`src/include/adcc_consts.vh`:
```
// register offsets, field positions, reset values and timing for the converter control block
// assumes a 32-bit apb slave with one register per aligned word
`ifndef ADCC_CONSTS_VH
`define ADCC_CONSTS_VH
`define ADCC_OFF_RESULT_LOW 12'h000
`define ADCC_OFF_RESULT_HIGH 12'h004
`define ADCC_OFF_CTRL_ZERO 12'h008
`define ADCC_OFF_CTRL_ONE 12'h00c
`define ADCC_OFF_PIN_ENABLE 12'h010
`define ADCC_OFF_IRQ_STATUS 12'h014
`define ADCC_OFF_IRQ_MASK 12'h018
`define ADCC_OFF_SYS_CTRL 12'h01c
// converter_control_zero fields
`define ADCC_C0_START 7
`define ADCC_C0_BUSY 6
`define ADCC_C0_PDOWN 5
`define ADCC_C0_ALIGN 4
`define ADCC_C0_MASK 8'hb7
`define ADCC_C0_RESET 8'h60
// converter_control_one fields
`define ADCC_C1_BG_SEL 7
`define ADCC_C1_BG_EN 6
`define ADCC_C1_MASK 8'hcf
`define ADCC_C1_RESET 8'h00
`define ADCC_PIN_RESET 8'hff
// sys ctrl: bit 0 low_voltage_reset enable
`define ADCC_SYS_LVR 0
`define ADCC_SYS_RESET 8'h01
// successive approximation: timeout after 16 conversion clock ticks
`define ADCC_CONV_TICKS 5'h10
`endif

```
`src/core/adcc_clkdiv.v`:
```
// conversion clock tick generator: one-cycle tick every 2^sel system clocks
// assumes sel 3'h7 undefined; it is treated as divide by 64
module adcc_clkdiv (
  // clock and reset
  input wire clock,
  input wire rst,
  // control
  input wire run,
  input wire [2:0] sel,
  // tick
  output reg tick
);
  reg [5:0] count;
  wire [5:0] limit;
  assign limit = (sel == 3'h7) ? 6'h3f : ((6'h01 << sel) - 6'h01);
  always @(posedge clock or posedge rst) begin
    if (rst) begin
      count <= 6'h00;
      tick <= 1'b0;
    end else if (!run) begin
      count <= 6'h00;
      tick <= 1'b0;
    end else if (count >= limit) begin
      count <= 6'h00;
      tick <= 1'b1;
    end else begin
      count <= count + 6'h01;
      tick <= 1'b0;
    end
  end
endmodule // adcc_clkdiv

```
`src/core/adcc_result_fmt.v`:
```
// formats the 12-bit result into high/low bytes for the chosen alignment
// purely combinational, fed from the stored result
module adcc_result_fmt (
  // input
  input wire [11:0] value,
  input wire right_align,
  // formatted bytes
  output wire [7:0] high_byte,
  output wire [7:0] low_byte
);
  assign high_byte = right_align ? {4'h0, value[11:8]} : value[11:4];
  assign low_byte = right_align ? value[7:0] : {value[3:0], 4'h0};
endmodule // adcc_result_fmt

```
`src/core/adcc_top.v`:
```
// converter control and result logic behind an apb slave
// assumes the analog core answers with its sample on conv_data when conv_done pulses
`include "adcc_consts.vh"
module adcc_top (
  // clock and reset
  input wire clock,
  input wire rst,
  // apb slave
  input wire psel,
  input wire penable,
  input wire pwrite,
  input wire [11:0] paddr,
  input wire [31:0] pwdata,
  output reg [31:0] prdata,
  output reg pready,
  output reg pslverr,
  // analog core
  input wire [11:0] conv_data,
  input wire conv_done,
  output reg [7:0] input_connect,
  output reg bandgap_route,
  output reg bandgap_power,
  output reg converter_power,
  output reg converter_reset,
  output reg sample_tick,
  // pin muxing
  output reg [7:0] pin_analog,
  output reg [7:0] pin_digital_enable,
  output reg [7:0] pin_pullup_allow,
  // interrupt
  output reg irq
);
  localparam ST_IDLE = 2'h0;
  localparam ST_ARMED = 2'h1;
  localparam ST_CONV = 2'h2;

  reg [7:0] ctrl_zero;
  reg [7:0] ctrl_one;
  reg [7:0] analog_pin_enables;
  reg [7:0] sys_ctrl;
  reg [11:0] result;
  reg conversion_busy_flag;
  reg [1:0] state;
  reg [4:0] ticks;
  reg [0:0] irq_status;
  reg [0:0] irq_mask;
  reg conv_done_q1;
  reg conv_done_q2;
  reg [11:0] conv_data_q1;
  reg [11:0] conv_data_q2;
  reg [31:0] next_rdata;
  reg next_slverr;
  reg end_evt;
  wire [7:0] result_high_byte;
  wire [7:0] result_low_byte;
  wire div_tick;
  wire wr_en;
  wire acc;
  wire start_bit;
  wire converter_power_down;
  wire result_align_select;
  wire [2:0] channel_select_field;
  wire bandgap_input_select;
  wire bandgap_enable;
  wire [2:0] conversion_clock_divider;
  wire low_voltage_reset;


  // decode of one-hot channel, used only by the input routing
  // bandgap select forces zero so no external input shares the converter
  function [7:0] chan_onehot;
    input [2:0] ch;
    input off;
    begin
      chan_onehot = off ? 8'h00 : (8'h01 << ch);
    end
  endfunction


  // access phase; writes land only at the edge where pready is seen high
  assign acc = psel && penable;
  assign wr_en = acc && pwrite && pready;
  assign start_bit = ctrl_zero[`ADCC_C0_START];
  assign converter_power_down = ctrl_zero[`ADCC_C0_PDOWN];
  assign result_align_select = ctrl_zero[`ADCC_C0_ALIGN];
  assign channel_select_field = ctrl_zero[2:0];
  assign bandgap_input_select = ctrl_one[`ADCC_C1_BG_SEL];
  assign bandgap_enable = ctrl_one[`ADCC_C1_BG_EN];
  assign conversion_clock_divider = ctrl_one[2:0];
  assign low_voltage_reset = sys_ctrl[`ADCC_SYS_LVR];


  // divider only runs while converting, so its phase restarts each conversion
  adcc_clkdiv u_div (
    .clock(clock),
    .rst(rst),
    .run(state == ST_CONV),
    .sel(conversion_clock_divider),
    .tick(div_tick)
  );


  // formatting happens at read time, so the align bit can change after the result
  adcc_result_fmt u_fmt (
    .value(result),
    .right_align(result_align_select),
    .high_byte(result_high_byte),
    .low_byte(result_low_byte)
  );


  // conv_done is from the analog side; synchronise before use
  // data word is taken when done is seen or at the tick limit; on done it has been stable for two edges
  always @(posedge clock or posedge rst) begin
    if (rst) begin
      conv_done_q1 <= 1'b0;
      conv_done_q2 <= 1'b0;
      conv_data_q1 <= 12'h000;
      conv_data_q2 <= 12'h000;
    end else begin
      conv_done_q1 <= conv_done;
      conv_done_q2 <= conv_done_q1;
      conv_data_q1 <= conv_data;
      conv_data_q2 <= conv_data_q1;
    end
  end


  // read mux
  // unmapped addresses answer with an error and zero data
  always @* begin
    next_rdata = 32'h00000000;
    next_slverr = 1'b0;
    case (paddr)
      `ADCC_OFF_RESULT_LOW: next_rdata = {24'h000000, result_low_byte};
      `ADCC_OFF_RESULT_HIGH: next_rdata = {24'h000000, result_high_byte};
      `ADCC_OFF_CTRL_ZERO: next_rdata = {24'h000000, ctrl_zero[7], conversion_busy_flag, ctrl_zero[5:0]};
      `ADCC_OFF_CTRL_ONE: next_rdata = {24'h000000, ctrl_one};
      `ADCC_OFF_PIN_ENABLE: next_rdata = {24'h000000, analog_pin_enables};
      `ADCC_OFF_IRQ_STATUS: next_rdata = {31'h00000000, irq_status};
      `ADCC_OFF_IRQ_MASK: next_rdata = {31'h00000000, irq_mask};
      `ADCC_OFF_SYS_CTRL: next_rdata = {24'h000000, sys_ctrl};
      default: next_slverr = 1'b1;
    endcase
  end


  // apb: one wait state, answer in the second access cycle
  // registering the answer keeps the read mux off the bus timing path
  always @(posedge clock or posedge rst) begin
    if (rst) begin
      pready <= 1'b0;
      prdata <= 32'h00000000;
      pslverr <= 1'b0;
    end else begin
      pready <= acc && !pready;
      if (acc && !pready) begin
        prdata <= pwrite ? 32'h00000000 : next_rdata;
        pslverr <= next_slverr;
      end else begin
        pslverr <= 1'b0;
      end
    end
  end


  // software registers; result registers take no write
  // reserved bits are masked on write so they read back zero, except ctrl_one bit 3, which drives nothing yet keeps the value written
  always @(posedge clock or posedge rst) begin
    if (rst) begin
      ctrl_zero <= `ADCC_C0_RESET;
      ctrl_one <= `ADCC_C1_RESET;
      analog_pin_enables <= `ADCC_PIN_RESET;
      sys_ctrl <= `ADCC_SYS_RESET;
      irq_mask <= 1'b0;
    end else if (wr_en) begin
      case (paddr)
        `ADCC_OFF_CTRL_ZERO: ctrl_zero <= pwdata[7:0] & `ADCC_C0_MASK;
        `ADCC_OFF_CTRL_ONE: ctrl_one <= pwdata[7:0] & `ADCC_C1_MASK;
        `ADCC_OFF_PIN_ENABLE: analog_pin_enables <= pwdata[7:0];
        `ADCC_OFF_IRQ_MASK: irq_mask <= pwdata[0];
        `ADCC_OFF_SYS_CTRL: sys_ctrl <= {7'h00, pwdata[0]};
        default: ctrl_zero <= ctrl_zero;
      endcase
    end
  end


  // start sequencing: rising edge arms, falling edge launches
  // busy stays one while armed, so software sees the converter held in reset
  // if conv_done never arrives the tick count ends the conversion instead of hanging
  always @(posedge clock or posedge rst) begin
    if (rst) begin
      state <= ST_IDLE;
      ticks <= 5'h00;
      conversion_busy_flag <= 1'b1;
      result <= 12'h000;
      end_evt <= 1'b0;
    end else begin
      end_evt <= 1'b0;
      case (state)
        ST_IDLE: begin
          if (start_bit) begin
            state <= ST_ARMED;
            conversion_busy_flag <= 1'b1;
          end
        end
        ST_ARMED: begin
          conversion_busy_flag <= 1'b1;
          if (!start_bit) begin
            state <= ST_CONV;
            ticks <= 5'h00;
          end
        end
        ST_CONV: begin
          if (start_bit) begin
            // a new rising start aborts and resets the converter
            state <= ST_ARMED;
          end else if (converter_power_down) begin
            state <= ST_IDLE;
          end else if (conv_done_q2 || (div_tick && ticks == `ADCC_CONV_TICKS - 5'h01)) begin
            result <= conv_data_q2;
            conversion_busy_flag <= 1'b0;
            end_evt <= 1'b1;
            state <= ST_IDLE;
          end else if (div_tick) begin
            ticks <= ticks + 5'h01;
          end
        end
        default: state <= ST_IDLE;
      endcase
    end
  end


  // sticky status, write one clears; a new event wins over the clear
  // irq follows status one edge later, which keeps the output straight from a flop
  always @(posedge clock or posedge rst) begin
    if (rst) begin
      irq_status <= 1'b0;
      irq <= 1'b0;
    end else begin
      if (end_evt)
        irq_status <= 1'b1;
      else if (wr_en && paddr == `ADCC_OFF_IRQ_STATUS && pwdata[0])
        irq_status <= 1'b0;
      irq <= |(irq_status & irq_mask);
    end
  end


  // analog routing and pin function outputs
  // every output is registered, so routing changes one edge after the register write
  // bandgap stays powered for the voltage reset even when the converter ignores it
  always @(posedge clock or posedge rst) begin
    if (rst) begin
      input_connect <= 8'h00;
      bandgap_route <= 1'b0;
      bandgap_power <= 1'b0;
      converter_power <= 1'b0;
      converter_reset <= 1'b1;
      sample_tick <= 1'b0;
      pin_analog <= 8'h00;
      pin_digital_enable <= 8'hff;
      pin_pullup_allow <= 8'hff;
    end else begin
      input_connect <= chan_onehot(channel_select_field, bandgap_input_select);
      bandgap_route <= bandgap_input_select;
      bandgap_power <= (bandgap_enable && bandgap_input_select) || low_voltage_reset;
      converter_power <= !converter_power_down;
      converter_reset <= (state != ST_CONV);
      sample_tick <= div_tick;
      pin_analog <= analog_pin_enables;
      pin_digital_enable <= ~analog_pin_enables;
      pin_pullup_allow <= ~analog_pin_enables;
    end
  end
endmodule // adcc_top

```
`config.mk`:
```
export PLATFORM = sky130hd
export DESIGN_NAME = adcc_top
export DESIGN_NICKNAME = d
export VERILOG_FILES = /design/src/core/adcc_clkdiv.v /design/src/core/adcc_result_fmt.v /design/src/core/adcc_top.v
export VERILOG_INCLUDE_DIRS = /design/src /design/src/include
export SDC_FILE = /design/constraint.sdc
export NUM_CORES = 1
export LEC_CHECK = 0
export CELL_PAD_IN_SITES_DETAIL_PLACEMENT = 1
export CELL_PAD_IN_SITES_GLOBAL_PLACEMENT = 1
export CORE_MARGIN = 10
export CORE_UTILIZATION = 35
export DETAILED_ROUTE_END_ITERATION = 8
export DONT_BUFFER_PORTS = 1
export PLACE_DENSITY = 0.55
export SLEW_MARGIN = 10
export SYNTH_ARGS = -nofsm -noshare
export SYNTH_HDL_FRONTEND = slang
export SYNTH_SLANG_ARGS = --single-unit
```
`constraint.sdc`:
```
create_clock -name clock -period 7.73 [get_ports clock]
set_input_delay 1.1595 -clock clock [delete_from_list [all_inputs] [get_ports clock]]
set_output_delay 1.1595 -clock clock [all_outputs]
set_load 0.02 [all_outputs]
```
=== Word-level counts from Yosys, hierarchy flattened ===
Cells that the tools add are included.

* Register bits: 142
* Bits of input ports: 62
* Output and inout port bits: 72
* Logic and storage cells: 121

* Add/subtract/negate cells: 3
* Magnitude comparators: 1
* Eq/ne operators: 20
* Shift operators: 2
* Muxes and demuxes: 35
* Bitwise operators: 4
* Reductions and logical operators: 27

{| class="wikitable"
|+ Operators by type and width
! operator !! number
|-
| case mux 8 bit (8 select lines) || 1
|-
| == test 12 x 5 -> 1 bit, second input constant || 4
|-
| 2-to-1 mux 32 bit || 1
|-
| 2-to-1 mux 5 bit || 5
|-
| == test 12 x 4 -> 1 bit, second input constant || 2
|-
| 2-to-1 mux 8 bit || 3
|-
| 2-to-1 mux 6 bit || 3
|-
| != test 2 bit, second input constant || 8
|-
| 2-to-1 mux 1 bit || 14
|-
| == test 12 x 3 -> 1 bit, second input constant || 1
|-
| zero test 12 bit || 1
|-
| 2-to-1 mux 2 bit || 5
|-
| case mux 5 bit (2 select lines) || 1
|-
| AND reduction 2 bit || 5
|-
| logical AND 1 bit || 8
|-
| NOT 8 bit || 1
|-
| OR reduction 8 bit || 1
|-
| left shift 1 x 3 -> 8 bit, first input constant || 1
|-
| adder 6 x 1 -> 6 bit, second input constant || 1
|-
| greater-or-equal comparator 6 bit || 1
|-
| case mux 2 bit (3 select lines) || 1
|-
| AND reduction 6 bit || 1
|-
| left shift 1 x 3 -> 6 bit, first input constant || 1
|-
| subtractor 6 x 1 -> 6 bit, second input constant || 1
|-
| 17 further kinds || 21
|}

=== Longest topological paths before layout ===
* Depth in word-level cells: 7
* Depth in mapped cells: 12
* Depth with buffers taken out: 11

=== Hierarchy ===
From an unflattened synthesis, not the netlist that was laid out.

* Cell total of the unflattened synthesis: 407
* Area total of the unflattened synthesis: 5,114.9 um2

{| class="wikitable"
|+ Modules (own cells, without submodules)
! module !! instances !! cells each !! area each (um2) !! seq. area each (um2)
|-
| adcc_top || 1 || 330 || 4,401.7 || 2,777.7
|-
| adcc_clkdiv || 1 || 59 || 539.3 || 175.2
|-
| adcc_result_fmt || 1 || 18 || 173.9 || 0.0
|}

=== Worst setup path before layout ===
No wires, ideal clock.

* Kind: in2reg
* Start point: input port paddr[7]
* End point: register ctrl_zero[0]
* Library setup time: 0.125 ns
* Arrival: 2.480 ns
* Data required time: 7.605 ns
* Slack: 5.125 ns
* Cell stages on the path: 5
* Buffers on the path: 1
* Cell sequence: nor4_4 nand4_1 or3_1 buf_2 mux2_4

* Cells in the longest elaborated chain, start to end: 2

{| class="wikitable"
|+ RTL lines
! what !! RTL line !! source
|-
| start: declaration || adcc_top.v:12 || <nowiki>input wire [11:0] paddr,</nowiki>
|-
| == test 12 x 4 -> 1 bit || adcc_top.v:177 || <nowiki>case (paddr)</nowiki>
|-
| AND reduction 2 bit (no line) || - ||
|-
| end signal: assignment || adcc_top.v:171 || <nowiki>ctrl_zero <= `ADCC_C0_RESET;</nowiki>
|-
| end signal: assignment || adcc_top.v:178 || <nowiki>`ADCC_OFF_CTRL_ZERO: ctrl_zero <= pwdata[7:0] & `ADCC_C0_MASK;</nowiki>
|-
| end signal: assignment || adcc_top.v:183 || <nowiki>default: ctrl_zero <= ctrl_zero;</nowiki>
|-
| end: declaration || adcc_top.v:37 || <nowiki>reg [7:0] ctrl_zero;</nowiki>
|}

Every way passes these cells.
A chain may end at the register's enable or synchronous reset.

=== Worst setup path after layout ===
* Start point: register ctrl_one[1]
* End point: register u_div.tick

* Cells in the longest elaborated chain, start to end: 6
* Elaborated cells between the ends (all ways): 7
* Classes of those cells: add/sub: 1; order compare: 1; eq/ne: 1; shift: 1; mux: 3

{| class="wikitable"
|+ RTL lines
! what !! RTL line !! source
|-
| start: declaration || adcc_top.v:38 || <nowiki>reg [7:0] ctrl_one;</nowiki>
|-
| start signal: assignment || adcc_top.v:172 || <nowiki>ctrl_one <= `ADCC_C1_RESET;</nowiki>
|-
| start signal: assignment || adcc_top.v:179 || <nowiki>`ADCC_OFF_CTRL_ONE: ctrl_one <= pwdata[7:0] & `ADCC_C1_MASK;</nowiki>
|-
| left shift 1 x 3 -> 6 bit || adcc_clkdiv.v:15 || <nowiki>assign limit = (sel == 3'h7) ? 6'h3f : ((6'h01 << sel) - 6'h01);</nowiki>
|-
| subtractor 6 x 1 -> 6 bit || adcc_clkdiv.v:15 ||
|-
| 2-to-1 mux 6 bit * || adcc_clkdiv.v:15 ||
|-
| greater-or-equal comparator 6 bit * || adcc_clkdiv.v:23 || <nowiki>end else if (count >= limit) begin</nowiki>
|-
| 2-to-1 mux 1 bit * || adcc_clkdiv.v:23 ||
|-
| 2-to-1 mux 1 bit * || adcc_clkdiv.v:20 || <nowiki>end else if (!run) begin</nowiki>
|-
| end signal: assignment || adcc_clkdiv.v:19 || <nowiki>tick <= 1'b0;</nowiki>
|-
| end signal: assignment || adcc_clkdiv.v:22 || <nowiki>tick <= 1'b0;</nowiki>
|-
| end signal: assignment || adcc_clkdiv.v:25 || <nowiki>tick <= 1'b1;</nowiki>
|-
| end: declaration || adcc_clkdiv.v:11 || <nowiki>output reg tick</nowiki>
|}

Every way passes the cells marked *; elsewhere a longest branch is shown, timed or not.

==> results.sh <==
export IMPL_ant_nets=0
export IMPL_worstRegToRegCells=10
export IMPL_grt_pass1_vias=3167
export IMPL_place_congestion=0.742
export IMPL_worst_endpoint_arrival_ps=3130
export IMPL_synth_common_cells="dfrtp_1 (97), buf_4 (32), mux2_2 (27)"
export IMPL_finalHoldViolations=0
export IMPL_power_leakage_uw=0.00259
export IMPL_cp_endpoint="u_div.tick"
export IMPL_synth_warnings=0
export IMPL_cp_start_kind="flop"
export IMPL_ff_latch_area_sq_mm=0.00295
export IMPL_r2r_slack_ps=4890
export IMPL_synth_top_area_cell="dfrtp_1"
export IMPL_hpwl_um=7770
export IMPL_multi_input_area_sq_mm=0.00181
export IMPL_r2r_end="u_div.tick"
export IMPL_layout_drive_gt1_share=0.262
export IMPL_crit_fanout=11
export IMPL_ys_seq_elements=117
export IMPL_synth_top_area_frac=0.477
export IMPL_fin_crit_sh=0.367
export IMPL_min_period_ps=2840
export IMPL_yosysSeqAreaShare=0.581
export IMPL_port_buffers=0
export IMPL_initial_utilization=0.362
export IMPL_crit_required_ps=8020
export IMPL_rsz0062_at_grt="no"
export IMPL_endpoint_kind="flop"
export IMPL_cts_setup_buffers=0
export IMPL_worst_slew_pin_slew_ps=1060
export IMPL_holdBufCountCts=0
export IMPL_synth_area_per_cell_sq_um=12.9
export IMPL_syn_to_final_growth_pct=12.7
export IMPL_dieWidth_um=141
export IMPL_wirelength_um=11000
export IMPL_dieArea_sq_mm=0.0198
export IMPL_max_freq_ghz=0.352
export IMPL_maxCapViolations=0
export IMPL_hp_class="flop to flop"
export IMPL_r2r_start="ctrl_one[1]"
export IMPL_die_y_um=141
export IMPL_final_setup_tns_ps=0
export IMPL_cts_sinks=117
export IMPL_clk_pin_slew_worst_paths_ps=50
export IMPL_vias=2917
export IMPL_synthesis_area_sq_mm=0.00509
export IMPL_setup_viol_count_final=0
export IMPL_final_util=0.408
export IMPL_crit_path_start="ctrl_one[1]"
export IMPL_cts_max_path_buffers=2
export IMPL_synthCells=394
export IMPL_fill_cells=1427
export IMPL_htreeDepth=4
export IMPL_cts_resized=0
export IMPL_antennaDiodeCount=0
export IMPL_antenna_found_initial=0
export IMPL_via_per_inst=5.02
export IMPL_synthArstFlopShare=1.00
export IMPL_cts_buffers=17
export IMPL_layout_nets=460
export IMPL_post_drt_wl_per_cell_um=19.0
export IMPL_grt_max_degree=86
export IMPL_finalPower_uw=1530
export IMPL_cts_tree="yes"
export IMPL_grt_overflow_total=0
export IMPL_synthDistinctLibCells=59
export IMPL_max_vdd_ir_drop_v=0.000145
export IMPL_core_sq_mm=0.0140
export IMPL_synth_main_ff_cell="dfrtp_1"
export IMPL_drc=0
export IMPL_clock_latency_ps=410
export IMPL_slew_headroom=0.294
export IMPL_grt_pass1_wl_um=18000
export IMPL_synth_area_top_cells="dfrtp_1 (48%), dfstp_2 (10%), mux2_2 (6.0%), buf_4 (4.7%), mux2_4 (4.1%)"
export IMPL_ioPinCount=134
export IMPL_critical_path_class="flop to flop"
export IMPL_place_ws_ps=4850
export IMPL_power_density_mw_per_mm2=267
export IMPL_drv_slew=0
export IMPL_synth_most_common_cell="dfrtp_1"
export IMPL_rows=43
export IMPL_dp_cells=549
export IMPL_fin_cells=581
export IMPL_layout_setup_ws_ps=4890
export IMPL_skew_ps=9.49
export IMPL_first_pass_iters=4
export IMPL_synth_edf_count=0
export IMPL_dr_first_iter_drc_count=107
export IMPL_status="completed"
export IMPL_track_usage=0.115
export IMPL_cts_root_buf="clkbuf_16"
[metal layers]
metal	up-vias	wire, um	share of wire	global-route usage
met4	0	184	0.017	0.0522
li1	1340	-	-	-
met2	81	5290	0.48	0.178
met3	14	752	0.068	0.0446
met1	1482	4800	0.44	0.138
met5	-	0	0	0
[per-stage QoR]
stage                     hold WS (ps)  cell area [sq um]
after floorplan                    331               5170
after global placement             336               5070
after detailed placement           336               5070
after CTS                          349               5730
after global routing               352               5730
final                              346               5730
[final cells by class]
type,instances,area share
multi-input cells,233,0.316
well taps,180,0.0393
inverters,18,0.0122
flip-flops and latches,117,0.515
clock inverters,14,0.0391
clock buffers,18,0.0766
repair buffers,1,0.00131
[worst min path at each step]
| stage | start | to | slack [ps] | depth (start not counted) |
|---|---|---|---|---|
| detailed placement | conv_data_q1[10] | conv_data_q2[10] | 340 | 0 |
| floorplan | conv_data_q1[0] | conv_data_q2[0] | 330 | 0 |
| CTS | conv_data_q1[6] | conv_data_q2[6] | 350 | 0 |
| global route | conv_data_q1[9] | conv_data_q2[9] | 350 | 0 |
| finish | conv_data_q1[0] | conv_data_q2[0] | 350 | 0 |
| global placement | conv_data_q1[10] | conv_data_q2[10] | 340 | 0 |
[worst max-delay path, stage by stage (launching register included)]
cell,delay [ps]
dfrtp_1,480
or3_1,410
ha_1,260
nand2_1,90
mux2i_1,60
o21ai_0,150
o21ai_0,110
ha_1,200
a2111oi_0,370
o21ai_1,300
and3b_2,290
[layout by cell type, fill, tap and decap left out, types with 3 or more instances in the layout]
| cell type | instances |
|---|---|
| a211oi_1 | 6 |
| a21o_1 | 4 |
| a21oi_1 | 4 |
| a221oi_1 | 4 |
| a22oi_1 | 5 |
| a31oi_1 | 4 |
| a32oi_1 | 8 |
| and2_1 | 3 |
| bufinv_16 | 5 |
| clkbuf_16 | 17 |
| clkinv_4 | 4 |
| conb_1 | 24 |
| dfrtp_1 | 97 |
| dfstp_2 | 20 |
| ha_1 | 10 |
| inv_1 | 17 |
| inv_6 | 3 |
| mux2_2 | 27 |
| mux2_4 | 14 |
| mux2i_1 | 9 |
| nand2_1 | 15 |
| nand2b_1 | 7 |
| nand3_1 | 4 |
| nor2_1 | 14 |
| nor2b_1 | 3 |
| nor3_1 | 6 |
| nor4_1 | 3 |
| o21ai_0 | 15 |
| o22ai_1 | 3 |
| or3_1 | 3 |
[where the power goes]
group	switching [uW]	internal, uW	leakage (uW)
sequential	3.34	621	0.00149
combinational	26.5	5.44	0.000777
clock	289	584	0.000321
total	319	1210	0.00259
[registers in the layout, summed over array words and instances, names as in the netlist, 2 cells and up]
signal	cells
conv_data_q1	12
ctrl_zero	6
prdata	8
result	12
analog_pin_enables	8
state	2
ticks	5
input_connect	8
conv_data_q2	12
pin_analog	8
u_div.count	6
ctrl_one	6
pin_pullup_allow	8
[logic make-up after synthesis]
logic type	Yosys count	share of synthesized area
compound gates	67	0.0918
simple gates	77	0.0923
fa+ha+maj	10	0.0246
xor+xnor	4	0.00689
mux	51	0.123
buf+inv	67	0.0799
other cells	1	0.000737
flops	117	0.581
No activity file was read; power rests on OpenSTA's default activity.
